### config.mk
export PLATFORM = sky130hd
export DESIGN_NAME = tcc_top
export DESIGN_NICKNAME = d
export VERILOG_FILES = /design/src/tcc_pkg.sv /design/src/tcc_top.sv
export SDC_FILE = /design/constraint.sdc
export NUM_CORES = 1
export LEC_CHECK = 0
export ABC_AREA = 0
export BUFFER_PORTS_ARGS = -buffer_cell sky130_fd_sc_hd__buf_2
export CAP_MARGIN = 20
export CORE_MARGIN = 2
export CORE_UTILIZATION = 45
export DETAILED_ROUTE_END_ITERATION = 8
export GPL_TIMING_DRIVEN = 0
export PLACE_DENSITY = 0.74
export SYNTH_ARGS = -nofsm -noshare
export SYNTH_HDL_FRONTEND = slang
export SYNTH_SLANG_ARGS = --single-unit
### constraint.sdc
create_clock -name clock -period 2.6 [get_ports clock]
set_input_delay 0.13 -clock clock [delete_from_list [all_inputs] [get_ports clock]]
set_output_delay 0.13 -clock clock [all_outputs]
set_load 0.01 [all_outputs]
### src/tcc_pkg.sv
package tcc_pkg;

  // -------------------------------------------------------------------------
  // register byte addresses on the bus
  // -------------------------------------------------------------------------
  localparam logic [7:0] ADDR_COUNT = 8'h00;
  localparam logic [7:0] ADDR_CCA = 8'h04;
  localparam logic [7:0] ADDR_CCB = 8'h08;
  localparam logic [7:0] ADDR_MODE = 8'h0C;
  localparam logic [7:0] ADDR_CAPCTL = 8'h10;
  localparam logic [7:0] ADDR_PRESC = 8'h14;
  localparam logic [7:0] ADDR_OUTCTL = 8'h18;
  localparam logic [7:0] ADDR_PINSTAT = 8'h1C;

  // -------------------------------------------------------------------------
  // field positions
  // -------------------------------------------------------------------------
  localparam int MODE_OVF_BIT = 0;
  localparam int MODE_CLRSEL_BIT = 1;
  localparam int MODE_RUN_LO_BIT = 2;
  localparam int MODE_RUN_HI_BIT = 3;
  localparam int CAPA_MODE_BIT = 0;
  localparam int CAPA_TRIG_BIT = 1;
  localparam int CAPB_MODE_BIT = 2;
  localparam int PRESC_CLK_LSB = 0;
  localparam int PRESC_EDGE_A_LSB = 4;
  localparam int PRESC_EDGE_B_LSB = 6;
  localparam int OUT_EN_BIT = 0;
  localparam int OUT_INV_A_BIT = 1;
  localparam int OUT_RESET_BIT = 2;
  localparam int OUT_SET_BIT = 3;
  localparam int OUT_INV_B_BIT = 4;
  localparam int OUT_OS_EN_BIT = 5;
  localparam int OUT_OS_TRIG_BIT = 6;

  // -------------------------------------------------------------------------
  // reset values and masks
  // -------------------------------------------------------------------------
  localparam logic [15:0] COUNT_RST = 16'h0000;
  localparam logic [15:0] COUNT_MAX = 16'hFFFF;
  localparam logic [15:0] CC_RST = 16'h0000;
  localparam logic [7:0] REG8_RST = 8'h00;
  localparam logic [7:0] MODE_WMASK = 8'h0E;
  localparam logic [7:0] CAPCTL_WMASK = 8'h07;
  localparam logic [7:0] PRESC_WMASK = 8'hF3;
  localparam logic [7:0] OUTCTL_WMASK = 8'h33;
  localparam logic [2:0] HSIZE_WORD = 3'h2;

  // -------------------------------------------------------------------------
  // types
  // -------------------------------------------------------------------------
  typedef enum logic [1:0] {
    RUN_STOP = 2'b00,
    RUN_FREE = 2'b01,
    RUN_CLR_EDGE = 2'b10,
    RUN_CLR_MATCH = 2'b11
  } tcc_run_e;

  typedef enum logic [1:0] {
    EDGE_FALL = 2'b00,
    EDGE_RISE = 2'b01,
    EDGE_BAD = 2'b10,
    EDGE_BOTH = 2'b11
  } tcc_edge_e;

  typedef enum logic {
    BUS_IDLE = 1'b0,
    BUS_RDWAIT = 1'b1
  } tcc_bus_e;

  typedef struct packed {
    logic rise;
    logic fall;
  } tcc_edge_s;

  typedef struct packed {
    logic valid;
    logic write;
    logic mapped;
    logic [7:0] addr;
  } tcc_aphase_s;

endpackage

### src/tcc_top.sv
// How it works
// - read-only 16-bit up_counter counts once per selected count clock tick
// - up_counter is zero at reset and while both run mode bits are zero
// - edge-clear mode: valid timer_input_a edge clears up_counter
// - match-clear mode: up_counter equal to capcmp_reg_a clears up_counter
// - in one-shot mode, writing oneshot_sw_trigger clears up_counter
// - capa_mode_sel (bit 0) picks capture or compare for capcmp_reg_a
// - compare: capcmp_reg_a match raises irq_match_a; held until rewritten
// - capture from input a uses the opposite edge; code 11 captures nothing
// - capture from input b uses the selected edge itself, both for 11
// - edge field a sits at bits 5:4, field b at bits 7:6
// - zero compare matches on 0000 to 0001 after overflow, not at overflow
// - zero compare value also matches one count after any clear
// - shared pin is either input b or timer output, never both
// - captures always store the true count; capture beats a write
// - capb_mode_sel (bit 2) picks capture or compare for capcmp_reg_b
// - compare: capcmp_reg_b match raises irq_match_b; value held
// - capcmp_reg_b captures on the selected timer_input_a edge
// - zero capcmp_reg_b matches one count after overflow or any clear
// - capcmp_reg_b may be rewritten while running; new value used
// - counter runs while run mode bits are nonzero, stops when zero
//
// The AHB-Lite slave port and the address map are this design's own decisions.
`timescale 1ns/100ps
`default_nettype none

module tcc_top (
  input wire logic clock,
  input wire logic reset_n,
  input wire logic hsel,
  input wire logic [31:0] haddr,
  input wire logic [1:0] htrans,
  input wire logic hwrite,
  input wire logic [2:0] hsize,
  input wire logic hready,
  input wire logic [31:0] hwdata,
  output logic [31:0] hrdata,
  output logic hreadyout,
  output logic hresp,
  input wire logic timer_input_a,
  input wire logic shared_port_pin_in,
  output logic shared_port_pin_out,
  output logic shared_port_pin_oe,
  output logic irq_match_a,
  output logic irq_match_b
);

  // -------------------------------------------------------------------------
  // state
  // -------------------------------------------------------------------------
  logic [15:0] count_r;
  logic [15:0] count_nxt;
  logic [15:0] cca_r;
  logic [15:0] cca_nxt;
  logic [15:0] ccb_r;
  logic [15:0] ccb_nxt;
  logic [7:0] mode_r;
  logic [7:0] mode_nxt;
  logic [7:0] capctl_r;
  logic [7:0] presc_r;
  logic [7:0] outctl_r;
  logic out_ff_r;
  logic out_ff_nxt;
  logic [2:0] div_r;
  logic [1:0] sync_a_r;
  logic [1:0] sync_b_r;
  logic samp_a_r;
  logic samp_b_r;
  logic irq_a_r;
  logic irq_b_r;
  tcc_pkg::tcc_aphase_s aph_r;
  tcc_pkg::tcc_bus_e bus_st_r;
  logic [31:0] hrdata_r;
  logic hreadyout_r;
  logic hresp_r;

  // -------------------------------------------------------------------------
  // bus decode
  // -------------------------------------------------------------------------
  wire aphase_ok;
  wire aphase_map;
  wire wr_go;
  wire wr_count;
  wire wr_cca;
  wire wr_ccb;
  wire wr_mode;
  wire wr_capctl;
  wire wr_presc;
  wire wr_outctl;
  wire [7:0] wd8;
  wire [15:0] wd16;
  logic [31:0] rd_mux;

  assign aphase_ok = hsel & htrans[1] & hready;
  assign aphase_map = (haddr[31:8] == 24'h000000) & (haddr[1:0] == 2'h0)
                      & (hsize == tcc_pkg::HSIZE_WORD);
  assign wr_go = aph_r.valid & aph_r.write & aph_r.mapped & hready;
  assign wr_count = wr_go & (aph_r.addr == tcc_pkg::ADDR_COUNT);
  assign wr_cca = wr_go & (aph_r.addr == tcc_pkg::ADDR_CCA);
  assign wr_ccb = wr_go & (aph_r.addr == tcc_pkg::ADDR_CCB);
  assign wr_mode = wr_go & (aph_r.addr == tcc_pkg::ADDR_MODE);
  assign wr_capctl = wr_go & (aph_r.addr == tcc_pkg::ADDR_CAPCTL);
  assign wr_presc = wr_go & (aph_r.addr == tcc_pkg::ADDR_PRESC);
  assign wr_outctl = wr_go & (aph_r.addr == tcc_pkg::ADDR_OUTCTL);
  assign wd8 = hwdata[7:0];
  assign wd16 = hwdata[15:0];

  always_comb begin
    rd_mux = 32'h00000000;
    if (aph_r.mapped) begin
      case (aph_r.addr)
        tcc_pkg::ADDR_COUNT: rd_mux = {16'h0000, count_r};
        tcc_pkg::ADDR_CCA: rd_mux = {16'h0000, cca_r};
        tcc_pkg::ADDR_CCB: rd_mux = {16'h0000, ccb_r};
        tcc_pkg::ADDR_MODE: rd_mux = {24'h000000, mode_r};
        tcc_pkg::ADDR_CAPCTL: rd_mux = {24'h000000, capctl_r};
        tcc_pkg::ADDR_PRESC: rd_mux = {24'h000000, presc_r};
        tcc_pkg::ADDR_OUTCTL: rd_mux = {24'h000000, outctl_r};
        tcc_pkg::ADDR_PINSTAT: rd_mux = {29'h0000000, out_ff_r, samp_b_r,
                                         samp_a_r};
        default: rd_mux = 32'h00000000;
      endcase
    end
  end

  // -------------------------------------------------------------------------
  // control fields
  // -------------------------------------------------------------------------
  wire [1:0] run_bits;
  wire running;
  wire clr_sel;
  wire capa_mode;
  wire capa_trig;
  wire capb_mode;
  wire [1:0] clk_sel;
  wire [1:0] edge_a_code;
  wire [1:0] edge_b_code;
  wire out_en;

  assign run_bits = {mode_r[tcc_pkg::MODE_RUN_HI_BIT],
                     mode_r[tcc_pkg::MODE_RUN_LO_BIT]};
  assign running = (run_bits != tcc_pkg::RUN_STOP);
  assign clr_sel = mode_r[tcc_pkg::MODE_CLRSEL_BIT];
  assign capa_mode = capctl_r[tcc_pkg::CAPA_MODE_BIT];
  assign capa_trig = capctl_r[tcc_pkg::CAPA_TRIG_BIT];
  assign capb_mode = capctl_r[tcc_pkg::CAPB_MODE_BIT];
  assign clk_sel = presc_r[tcc_pkg::PRESC_CLK_LSB +: 2];
  assign edge_a_code = presc_r[tcc_pkg::PRESC_EDGE_A_LSB +: 2];
  assign edge_b_code = presc_r[tcc_pkg::PRESC_EDGE_B_LSB +: 2];
  assign out_en = outctl_r[tcc_pkg::OUT_EN_BIT];

  // -------------------------------------------------------------------------
  // count clock enable
  // -------------------------------------------------------------------------
  wire tick;

  assign tick = (clk_sel == 2'h0) ? 1'b1 :
                (clk_sel == 2'h1) ? div_r[0] :
                (clk_sel == 2'h2) ? (&div_r[1:0]) : (&div_r);

  // -------------------------------------------------------------------------
  // input edges
  // -------------------------------------------------------------------------
  tcc_pkg::tcc_edge_s edge_a;
  tcc_pkg::tcc_edge_s edge_b;
  wire b_is_input;
  wire valid_a;
  wire valid_b;
  wire rev_a;

  assign b_is_input = ~out_en;
  assign edge_a.rise = tick & sync_a_r[1] & ~samp_a_r;
  assign edge_a.fall = tick & ~sync_a_r[1] & samp_a_r;
  assign edge_b.rise = tick & b_is_input & sync_b_r[1] & ~samp_b_r;
  assign edge_b.fall = tick & b_is_input & ~sync_b_r[1] & samp_b_r;

  // edge code 10 is never programmed and selects no edge
  assign valid_a = ((edge_a_code == tcc_pkg::EDGE_FALL) & edge_a.fall)
                 | ((edge_a_code == tcc_pkg::EDGE_RISE) & edge_a.rise)
                 | ((edge_a_code == tcc_pkg::EDGE_BOTH)
                    & (edge_a.rise | edge_a.fall));
  assign valid_b = ((edge_b_code == tcc_pkg::EDGE_FALL) & edge_b.fall)
                 | ((edge_b_code == tcc_pkg::EDGE_RISE) & edge_b.rise)
                 | ((edge_b_code == tcc_pkg::EDGE_BOTH)
                    & (edge_b.rise | edge_b.fall));
  assign rev_a = ((edge_a_code == tcc_pkg::EDGE_RISE) & edge_a.fall)
               | ((edge_a_code == tcc_pkg::EDGE_FALL) & edge_a.rise);

  // -------------------------------------------------------------------------
  // compare, clear and capture events
  // -------------------------------------------------------------------------
  wire hit_a;
  wire hit_b;
  wire clr_edge;
  wire clr_match;
  wire os_trig;
  wire ovf_set;
  wire cap_a;
  wire cap_b;
  wire toggle;

  // a match fires on the tick that moves the count off the compare value,
  // so a zero compare value fires on 0000 to 0001 after overflow or a clear
  assign hit_a = tick & running & (count_r == cca_r);
  assign hit_b = tick & running & (count_r == ccb_r);
  assign clr_edge = (run_bits == tcc_pkg::RUN_CLR_EDGE) & valid_a;
  assign clr_match = (run_bits == tcc_pkg::RUN_CLR_MATCH) & hit_a;
  assign os_trig = wr_outctl & wd8[tcc_pkg::OUT_OS_TRIG_BIT]
                 & (wd8[tcc_pkg::OUT_OS_EN_BIT]
                    | outctl_r[tcc_pkg::OUT_OS_EN_BIT]);
  assign ovf_set = tick & running & (count_r == tcc_pkg::COUNT_MAX);
  assign cap_a = running & capa_mode
               & (capa_trig ? rev_a : valid_b);
  assign cap_b = running & capb_mode & valid_a;
  assign toggle = running
                & ((outctl_r[tcc_pkg::OUT_INV_A_BIT] & hit_a)
                   | (outctl_r[tcc_pkg::OUT_INV_B_BIT] & hit_b)
                   | (clr_sel & valid_a));

  // -------------------------------------------------------------------------
  // next values
  // -------------------------------------------------------------------------
  always_comb begin
    if (!running) begin
      count_nxt = tcc_pkg::COUNT_RST;
    end else if (os_trig) begin
      count_nxt = tcc_pkg::COUNT_RST;
    end else if (clr_edge | clr_match) begin
      count_nxt = tcc_pkg::COUNT_RST;
    end else if (tick) begin
      count_nxt = count_r + 16'h0001;
    end else begin
      count_nxt = count_r;
    end
  end

  // a capture always wins over a software write in the same cycle
  assign cca_nxt = cap_a ? count_r : (wr_cca ? wd16 : cca_r);
  assign ccb_nxt = cap_b ? count_r : (wr_ccb ? wd16 : ccb_r);

  // overflow flag: write 0 clears, write 1 keeps; hardware set wins
  always_comb begin
    mode_nxt = mode_r;
    if (wr_mode) begin
      mode_nxt = (wd8 & tcc_pkg::MODE_WMASK)
               | {7'h00, mode_r[tcc_pkg::MODE_OVF_BIT]
                         & wd8[tcc_pkg::MODE_OVF_BIT]};
    end
    if (ovf_set) begin
      mode_nxt[tcc_pkg::MODE_OVF_BIT] = 1'b1;
    end
  end

  always_comb begin
    out_ff_nxt = out_ff_r ^ toggle;
    if (wr_outctl & wd8[tcc_pkg::OUT_RESET_BIT]) begin
      out_ff_nxt = 1'b0;
    end
    if (wr_outctl & wd8[tcc_pkg::OUT_SET_BIT]) begin
      out_ff_nxt = 1'b1;
    end
  end

  // -------------------------------------------------------------------------
  // timer registers
  // -------------------------------------------------------------------------
  always_ff @(posedge clock or negedge reset_n) begin
    if (!reset_n) begin
      count_r <= tcc_pkg::COUNT_RST;
      cca_r <= tcc_pkg::CC_RST;
      ccb_r <= tcc_pkg::CC_RST;
      mode_r <= tcc_pkg::REG8_RST;
      out_ff_r <= 1'b0;
    end else begin
      count_r <= count_nxt;
      cca_r <= cca_nxt;
      ccb_r <= ccb_nxt;
      mode_r <= mode_nxt;
      out_ff_r <= out_ff_nxt;
    end
  end

  always_ff @(posedge clock or negedge reset_n) begin
    if (!reset_n) begin
      capctl_r <= tcc_pkg::REG8_RST;
      presc_r <= tcc_pkg::REG8_RST;
      outctl_r <= tcc_pkg::REG8_RST;
    end else begin
      if (wr_capctl) begin
        capctl_r <= wd8 & tcc_pkg::CAPCTL_WMASK;
      end
      if (wr_presc) begin
        presc_r <= wd8 & tcc_pkg::PRESC_WMASK;
      end
      if (wr_outctl) begin
        outctl_r <= wd8 & tcc_pkg::OUTCTL_WMASK;
      end
    end
  end

  always_ff @(posedge clock or negedge reset_n) begin
    if (!reset_n) begin
      irq_a_r <= 1'b0;
      irq_b_r <= 1'b0;
    end else begin
      irq_a_r <= hit_a & ~capa_mode;
      irq_b_r <= hit_b & ~capb_mode;
    end
  end

  // -------------------------------------------------------------------------
  // divider, synchronisers and tick samplers
  // -------------------------------------------------------------------------
  always_ff @(posedge clock or negedge reset_n) begin
    if (!reset_n) begin
      div_r <= 3'h0;
      sync_a_r <= 2'h0;
      sync_b_r <= 2'h0;
    end else begin
      div_r <= div_r + 3'h1;
      sync_a_r <= {sync_a_r[0], timer_input_a};
      sync_b_r <= {sync_b_r[0], shared_port_pin_in};
    end
  end

  // pins are looked at once per tick, so short pulses may be missed
  always_ff @(posedge clock or negedge reset_n) begin
    if (!reset_n) begin
      samp_a_r <= 1'b0;
      samp_b_r <= 1'b0;
    end else if (tick) begin
      samp_a_r <= sync_a_r[1];
      samp_b_r <= sync_b_r[1];
    end
  end

  // -------------------------------------------------------------------------
  // bus slave: writes take no wait, reads take one
  // -------------------------------------------------------------------------
  always_ff @(posedge clock or negedge reset_n) begin
    if (!reset_n) begin
      aph_r <= '0;
    end else if (hready) begin
      aph_r.valid <= aphase_ok;
      aph_r.write <= hwrite;
      aph_r.mapped <= aphase_map;
      aph_r.addr <= haddr[7:0];
    end
  end

  always_ff @(posedge clock or negedge reset_n) begin
    if (!reset_n) begin
      bus_st_r <= tcc_pkg::BUS_IDLE;
      hreadyout_r <= 1'b1;
      hrdata_r <= 32'h00000000;
      hresp_r <= 1'b0;
    end else begin
      hresp_r <= 1'b0;
      case (bus_st_r)
        tcc_pkg::BUS_IDLE: begin
          if (aphase_ok & ~hwrite) begin
            bus_st_r <= tcc_pkg::BUS_RDWAIT;
            hreadyout_r <= 1'b0;
          end
        end
        tcc_pkg::BUS_RDWAIT: begin
          hrdata_r <= rd_mux;
          hreadyout_r <= 1'b1;
          bus_st_r <= tcc_pkg::BUS_IDLE;
        end
        default: begin
          bus_st_r <= tcc_pkg::BUS_IDLE;
          hreadyout_r <= 1'b1;
        end
      endcase
    end
  end

  // -------------------------------------------------------------------------
  // outputs
  // -------------------------------------------------------------------------
  assign hrdata = hrdata_r;
  assign hreadyout = hreadyout_r;
  assign hresp = hresp_r;
  assign shared_port_pin_out = out_ff_r;
  assign shared_port_pin_oe = out_en;
  assign irq_match_a = irq_a_r;
  assign irq_match_b = irq_b_r;

  // counter register is read-only; writes to it are dropped
  wire unused_ok;
  assign unused_ok = wr_count | htrans[0] | (|hwdata[31:16]);

endmodule

`default_nettype wire

==> out/results.txt <==
The required time at the endpoint of the critical path was 2.86 ns; the routability congestion estimate from global placement was 0.927. The post-synthesis to final-layout area growth was 19.3%. For this block, wires on met1 add up to 6080 um. In this run the static leakage power is 3.09 nW.

The final hold slack came out at 0.0165 ns. Depth of the CTS H-tree: 3. The tools report the number of hold violations in the final report as 0.

The period utilization was 0.993. The first global-routing pass estimated 24000 um of wire. The tools report the cell area after synthesis as 5690 um2. The root buffer cell chosen for the clock tree is clkbuf_16. Sequential fraction of design power: 0.499. The height of the die was 116 um. After clock tree synthesis, the clock-pin slew on the worst setup and hold paths is 0.07 ns. Setup repair after global routing could not meet its margin everywhere.

The tools report the boundary pin count as 114. Yosys mapped a number of flops with a built-in enable equal to 0. For the pin with the worst max-slew slack, the measured transition is 1.14 ns. Internal power comes to 0.00264 W. IR analysis of the VDD net gives a maximum drop of 0.348 mV.

The first detailed-routing pass ran for 8 iterations. The highest layer touched by signal routing is met4. The total count of max-transition violations in the final report came out at 0. The tools report the final clock skew as 0.0106 ns. Yosys attributes the largest share of cell area to dfrtp_1, mux2_2, xnor2_1, mux2i_1, mux2_1. The final layout contains routed wiring with a total length of 15300 um. At the end of the flow, the number of nets in the layout was 728. Total routing usage reported by global routing: 0.235. For the number of warnings issued by yosys, the log shows 0. In the final routed layout, each cell accounts on average for 18.5 um. Counting the fill cells in the layout gives 1103.

Entering global routing, the biggest net connects 65 pins. Synthesized flop and latch total: 106. The core region is 12500 um2. In this run the worst path has a maximum fanout of 10.

Across all setup checks in the final design, the least slack found is 0.0171 ns. The part of the total power dissipated in combinational logic was 0.065; the peak clock frequency supported by timing was 0.387 GHz. The sequential-to-total area share from yosys stat is 0.466.

In this run, CTS created clock tree buffers numbering 9. For the number of setup violations in the final report, the log shows 0. The run gives 0 as the initial antenna violation count.

The die is 116 um wide. In the routed design, unresolved DRC markers number 0. After routing, the total negative slack on setup checks comes to 0 ns. The tools report the initial core utilization as 0.457.

The number of vias per cell is 5.67, and the cell count after synthesis is 537. The clock network latency to the later pin of the worst-skew pair was 0.35 ns. The placement row count is 41.

The worst hold path terminates at aph_r[7]. For the sum of overflow across all layers after global routing, the log shows 0. For this design the total switching power over the nets is 0.000764 W. For the worst setup path, the data arrival time is 2.84 ns. Wire segments on met3 add up to 1280 um in the final route. The kind of capture point of the worst setup path was a register. Before CTS, the worst setup slack after placement is -0.129 ns. After synthesis, the netlist uses 52 different library cells.

In this run the critical register-to-register path is launched from aph_r[3]. For flop-to-flop paths, the worst setup slack is 0.02 ns. STA classifies the critical path startpoint as a register. The HPWL after detailed placement is 10900 um. In this run the deepest clock path goes through 2 buffers.

Top-area cell type share of the netlist area: 0.462. The async set-or-reset flop fraction in the synthesized netlist was 1.00. The worst hold path was traced through 2 stages.

The most used flip-flop cell after synthesis is dfrtp_1. The logs give 0.436 for the portion of total power attributed to the clock network and 0 for the antenna cell count. Port buffering added 78 buffers. The routed wire length on met2 is 7420 um. The setup path with the least slack is of type register to register. The startpoint identified for the worst hold timing path is haddr[7]. The worst min-delay path class is primary input to register.

The run gives 4681 as the number of vias after detailed routing. The number of global-route vias before repair was 4532; the final critical-path required period was 2.58 ns. The number of cells on the worst reg-to-reg path is 6. The die covers 13600 um2.

The remaining max-slew budget at the tightest pin came out at 0.233. The run finished with clean final reports. The power density relative to cell area is 501 nW/um2. The share of final-layout standard cells stronger than drive strength 1 is 0.269. The largest area contributor in the netlist was dfrtp_1. Number of DRC markers after the initial detailed-route iteration: 467. The tools report the end of the worst register-to-register path as hrdata[0]. The post-synthesis area per instance was 10.6 um2; the number of antenna-violating nets in the routed design was 0. The net switching fraction of the power came out at 0.224.

TritonCTS built the clock tree. The tools report the reported max-cap violation count as 0. For this design, the sink count on the clock tree is 106.
==> layout by cell type (no fill, tap or decap), types with 3 or more instances in the layout <==
cell type | Yosys | routed
buf_4 | 17 | 21
nand3_1 | 13 | 12
mux2i_1 | 21 | 21
a22o_1 | 9 | 9
a222oi_1 | 7 | 7
mux2_1 | 18 | 18
a32oi_1 | 3 | 3
nor4_1 | 9 | 8
nand3b_1 | 3 | 3
clkbuf_16 | 0 | 9
a22oi_1 | 6 | 6
a221oi_1 | 4 | 4
xor2_1 | 11 | 11
dfrtp_1 | 105 | 105
nor3_1 | 5 | 5
mux2_2 | 36 | 36
nand2_1 | 39 | 39
clkbuf_1 | 26 | 26
conb_1 | 1 | 17
a21oi_1 | 6 | 5
nor2_1 | 27 | 27
nand4_1 | 16 | 16
a21o_1 | 3 | 3
inv_1 | 24 | 24
nor3_2 | 3 | 3
xnor2_1 | 37 | 37
o21ai_0 | 27 | 27
dlygate4sd3_1 | 0 | 4
and3_1 | 7 | 7
ha_1 | 3 | 3
o22ai_1 | 15 | 15
buf_2 | 6 | 82
==> cell usage after synthesis, drive strengths merged, types with 7 or more instances <==
cell type,number
mux2,54
buf,26
nor2,27
mux2i,21
inv,24
nor4,11
dfrtp,105
a22o,9
nand3,13
xor2,11
clkbuf,26
and3,7
xnor2,37
a222oi,7
nor3,10
o22ai,15
o21ai,27
nand2,40
nand4,16
==> flip-flops by register name (all words and copies together), names as in the netlist, 2 cells and up <==
register  count
cca_r        16
ccb_r        16
count_r      16
hrdata       16
aph_r        11
presc_r       6
mode_r        4
outctl_r      4
capctl_r      3
div_r         3
sync_a_r      2
sync_b_r      2
==> worst max-delay path by stage <==
stage	startpoint	end	slack, ns	depth (start not counted)
after CTS	div_r[0]	cca_r[6]	0.01	8
after global placement	div_r[0]	ccb_r[15]	-0.05	8
after floorplan	aph_r[5]	cca_r[10]	0.26	6
after global routing	aph_r[4]	hrdata[4]	-0.02	7
final	aph_r[3]	hrdata[0]	0.02	6
after detailed placement	div_r[0]	ccb_r[11]	-0.13	8
==> layer usage <==
metal	GRT usage	up-vias
met2	0.395	273
met3	0.0509	54
met4	0.0913	0
met5	0	-
li1	-	2112
met1	0.298	2242
==> cell type report <==
class	count	area (um2)	share of cell area
inverter	24	90.1	0.0133
sequential	106	2650	0.391
tap	172	215	0.0317
clock buffer	11	243	0.0357
clock inverter	5	77.6	0.0114
buffer	51	280	0.0413
multi-input combinational	371	2750	0.405
timing repair buffer	86	483	0.0711
==> repair_timing <==
| action | in CTS | in global routing |
|---|---|---|
| setup buffers | 1 | 2 |
| hold endpoints to repair | 45 | 0 |
| hold buffers | 4 | 0 |
| endpoints found under the setup margin | 25 | 23 |
| pin swaps | 1 | 1 |
| gates resized for setup | 2 | 3 |
==> stage by stage <==
stage                     utilization  power, W  area, um2  instances
final                           0.545   0.00340       6790        826
after detailed placement        0.512   0.00194       6390        804
after global routing            0.545   0.00350       6790        826
after CTS                       0.543   0.00341       6770        825
after global placement          0.510   0.00193       6360        803
after floorplan                     -   0.00183       5750        553
==> cell families after synthesis <==
kind of cell / Yosys count / share of synthesized area
muxes: 75 / 0.144
buffers and inverters: 76 / 0.0653
other: 1 / 0.000659
AOI/OAI and AO/OA: 83 / 0.0996
and+or+nand+nor: 145 / 0.144
adders and majority gates: 3 / 0.00659
xor gates and xnor gates: 48 / 0.0738
DFF: 106 / 0.466
==> worst max-delay path, stage by stage, from the launching register on <==
cell and delay, ns:
dfrtp_1 0.40, or4_4 0.53, buf_6 0.16, nor3_2 0.83
a221oi_1 0.19, and3_1 0.25, o22ai_1 0.13
==> power by group through the flow <==
stage          clock (W)  combinational [W]  sequential [W]
6_report         0.00148           0.000220         0.00170
3_3_place_gp           0           0.000203         0.00173
2_1_floorplan          0           0.000102         0.00172
5_1_grt          0.00156           0.000245         0.00170
4_1_cts          0.00149           0.000220         0.00170
3_5_place_dp           0           0.000215         0.00173
No activity file was read; power rests on OpenSTA's default activity.
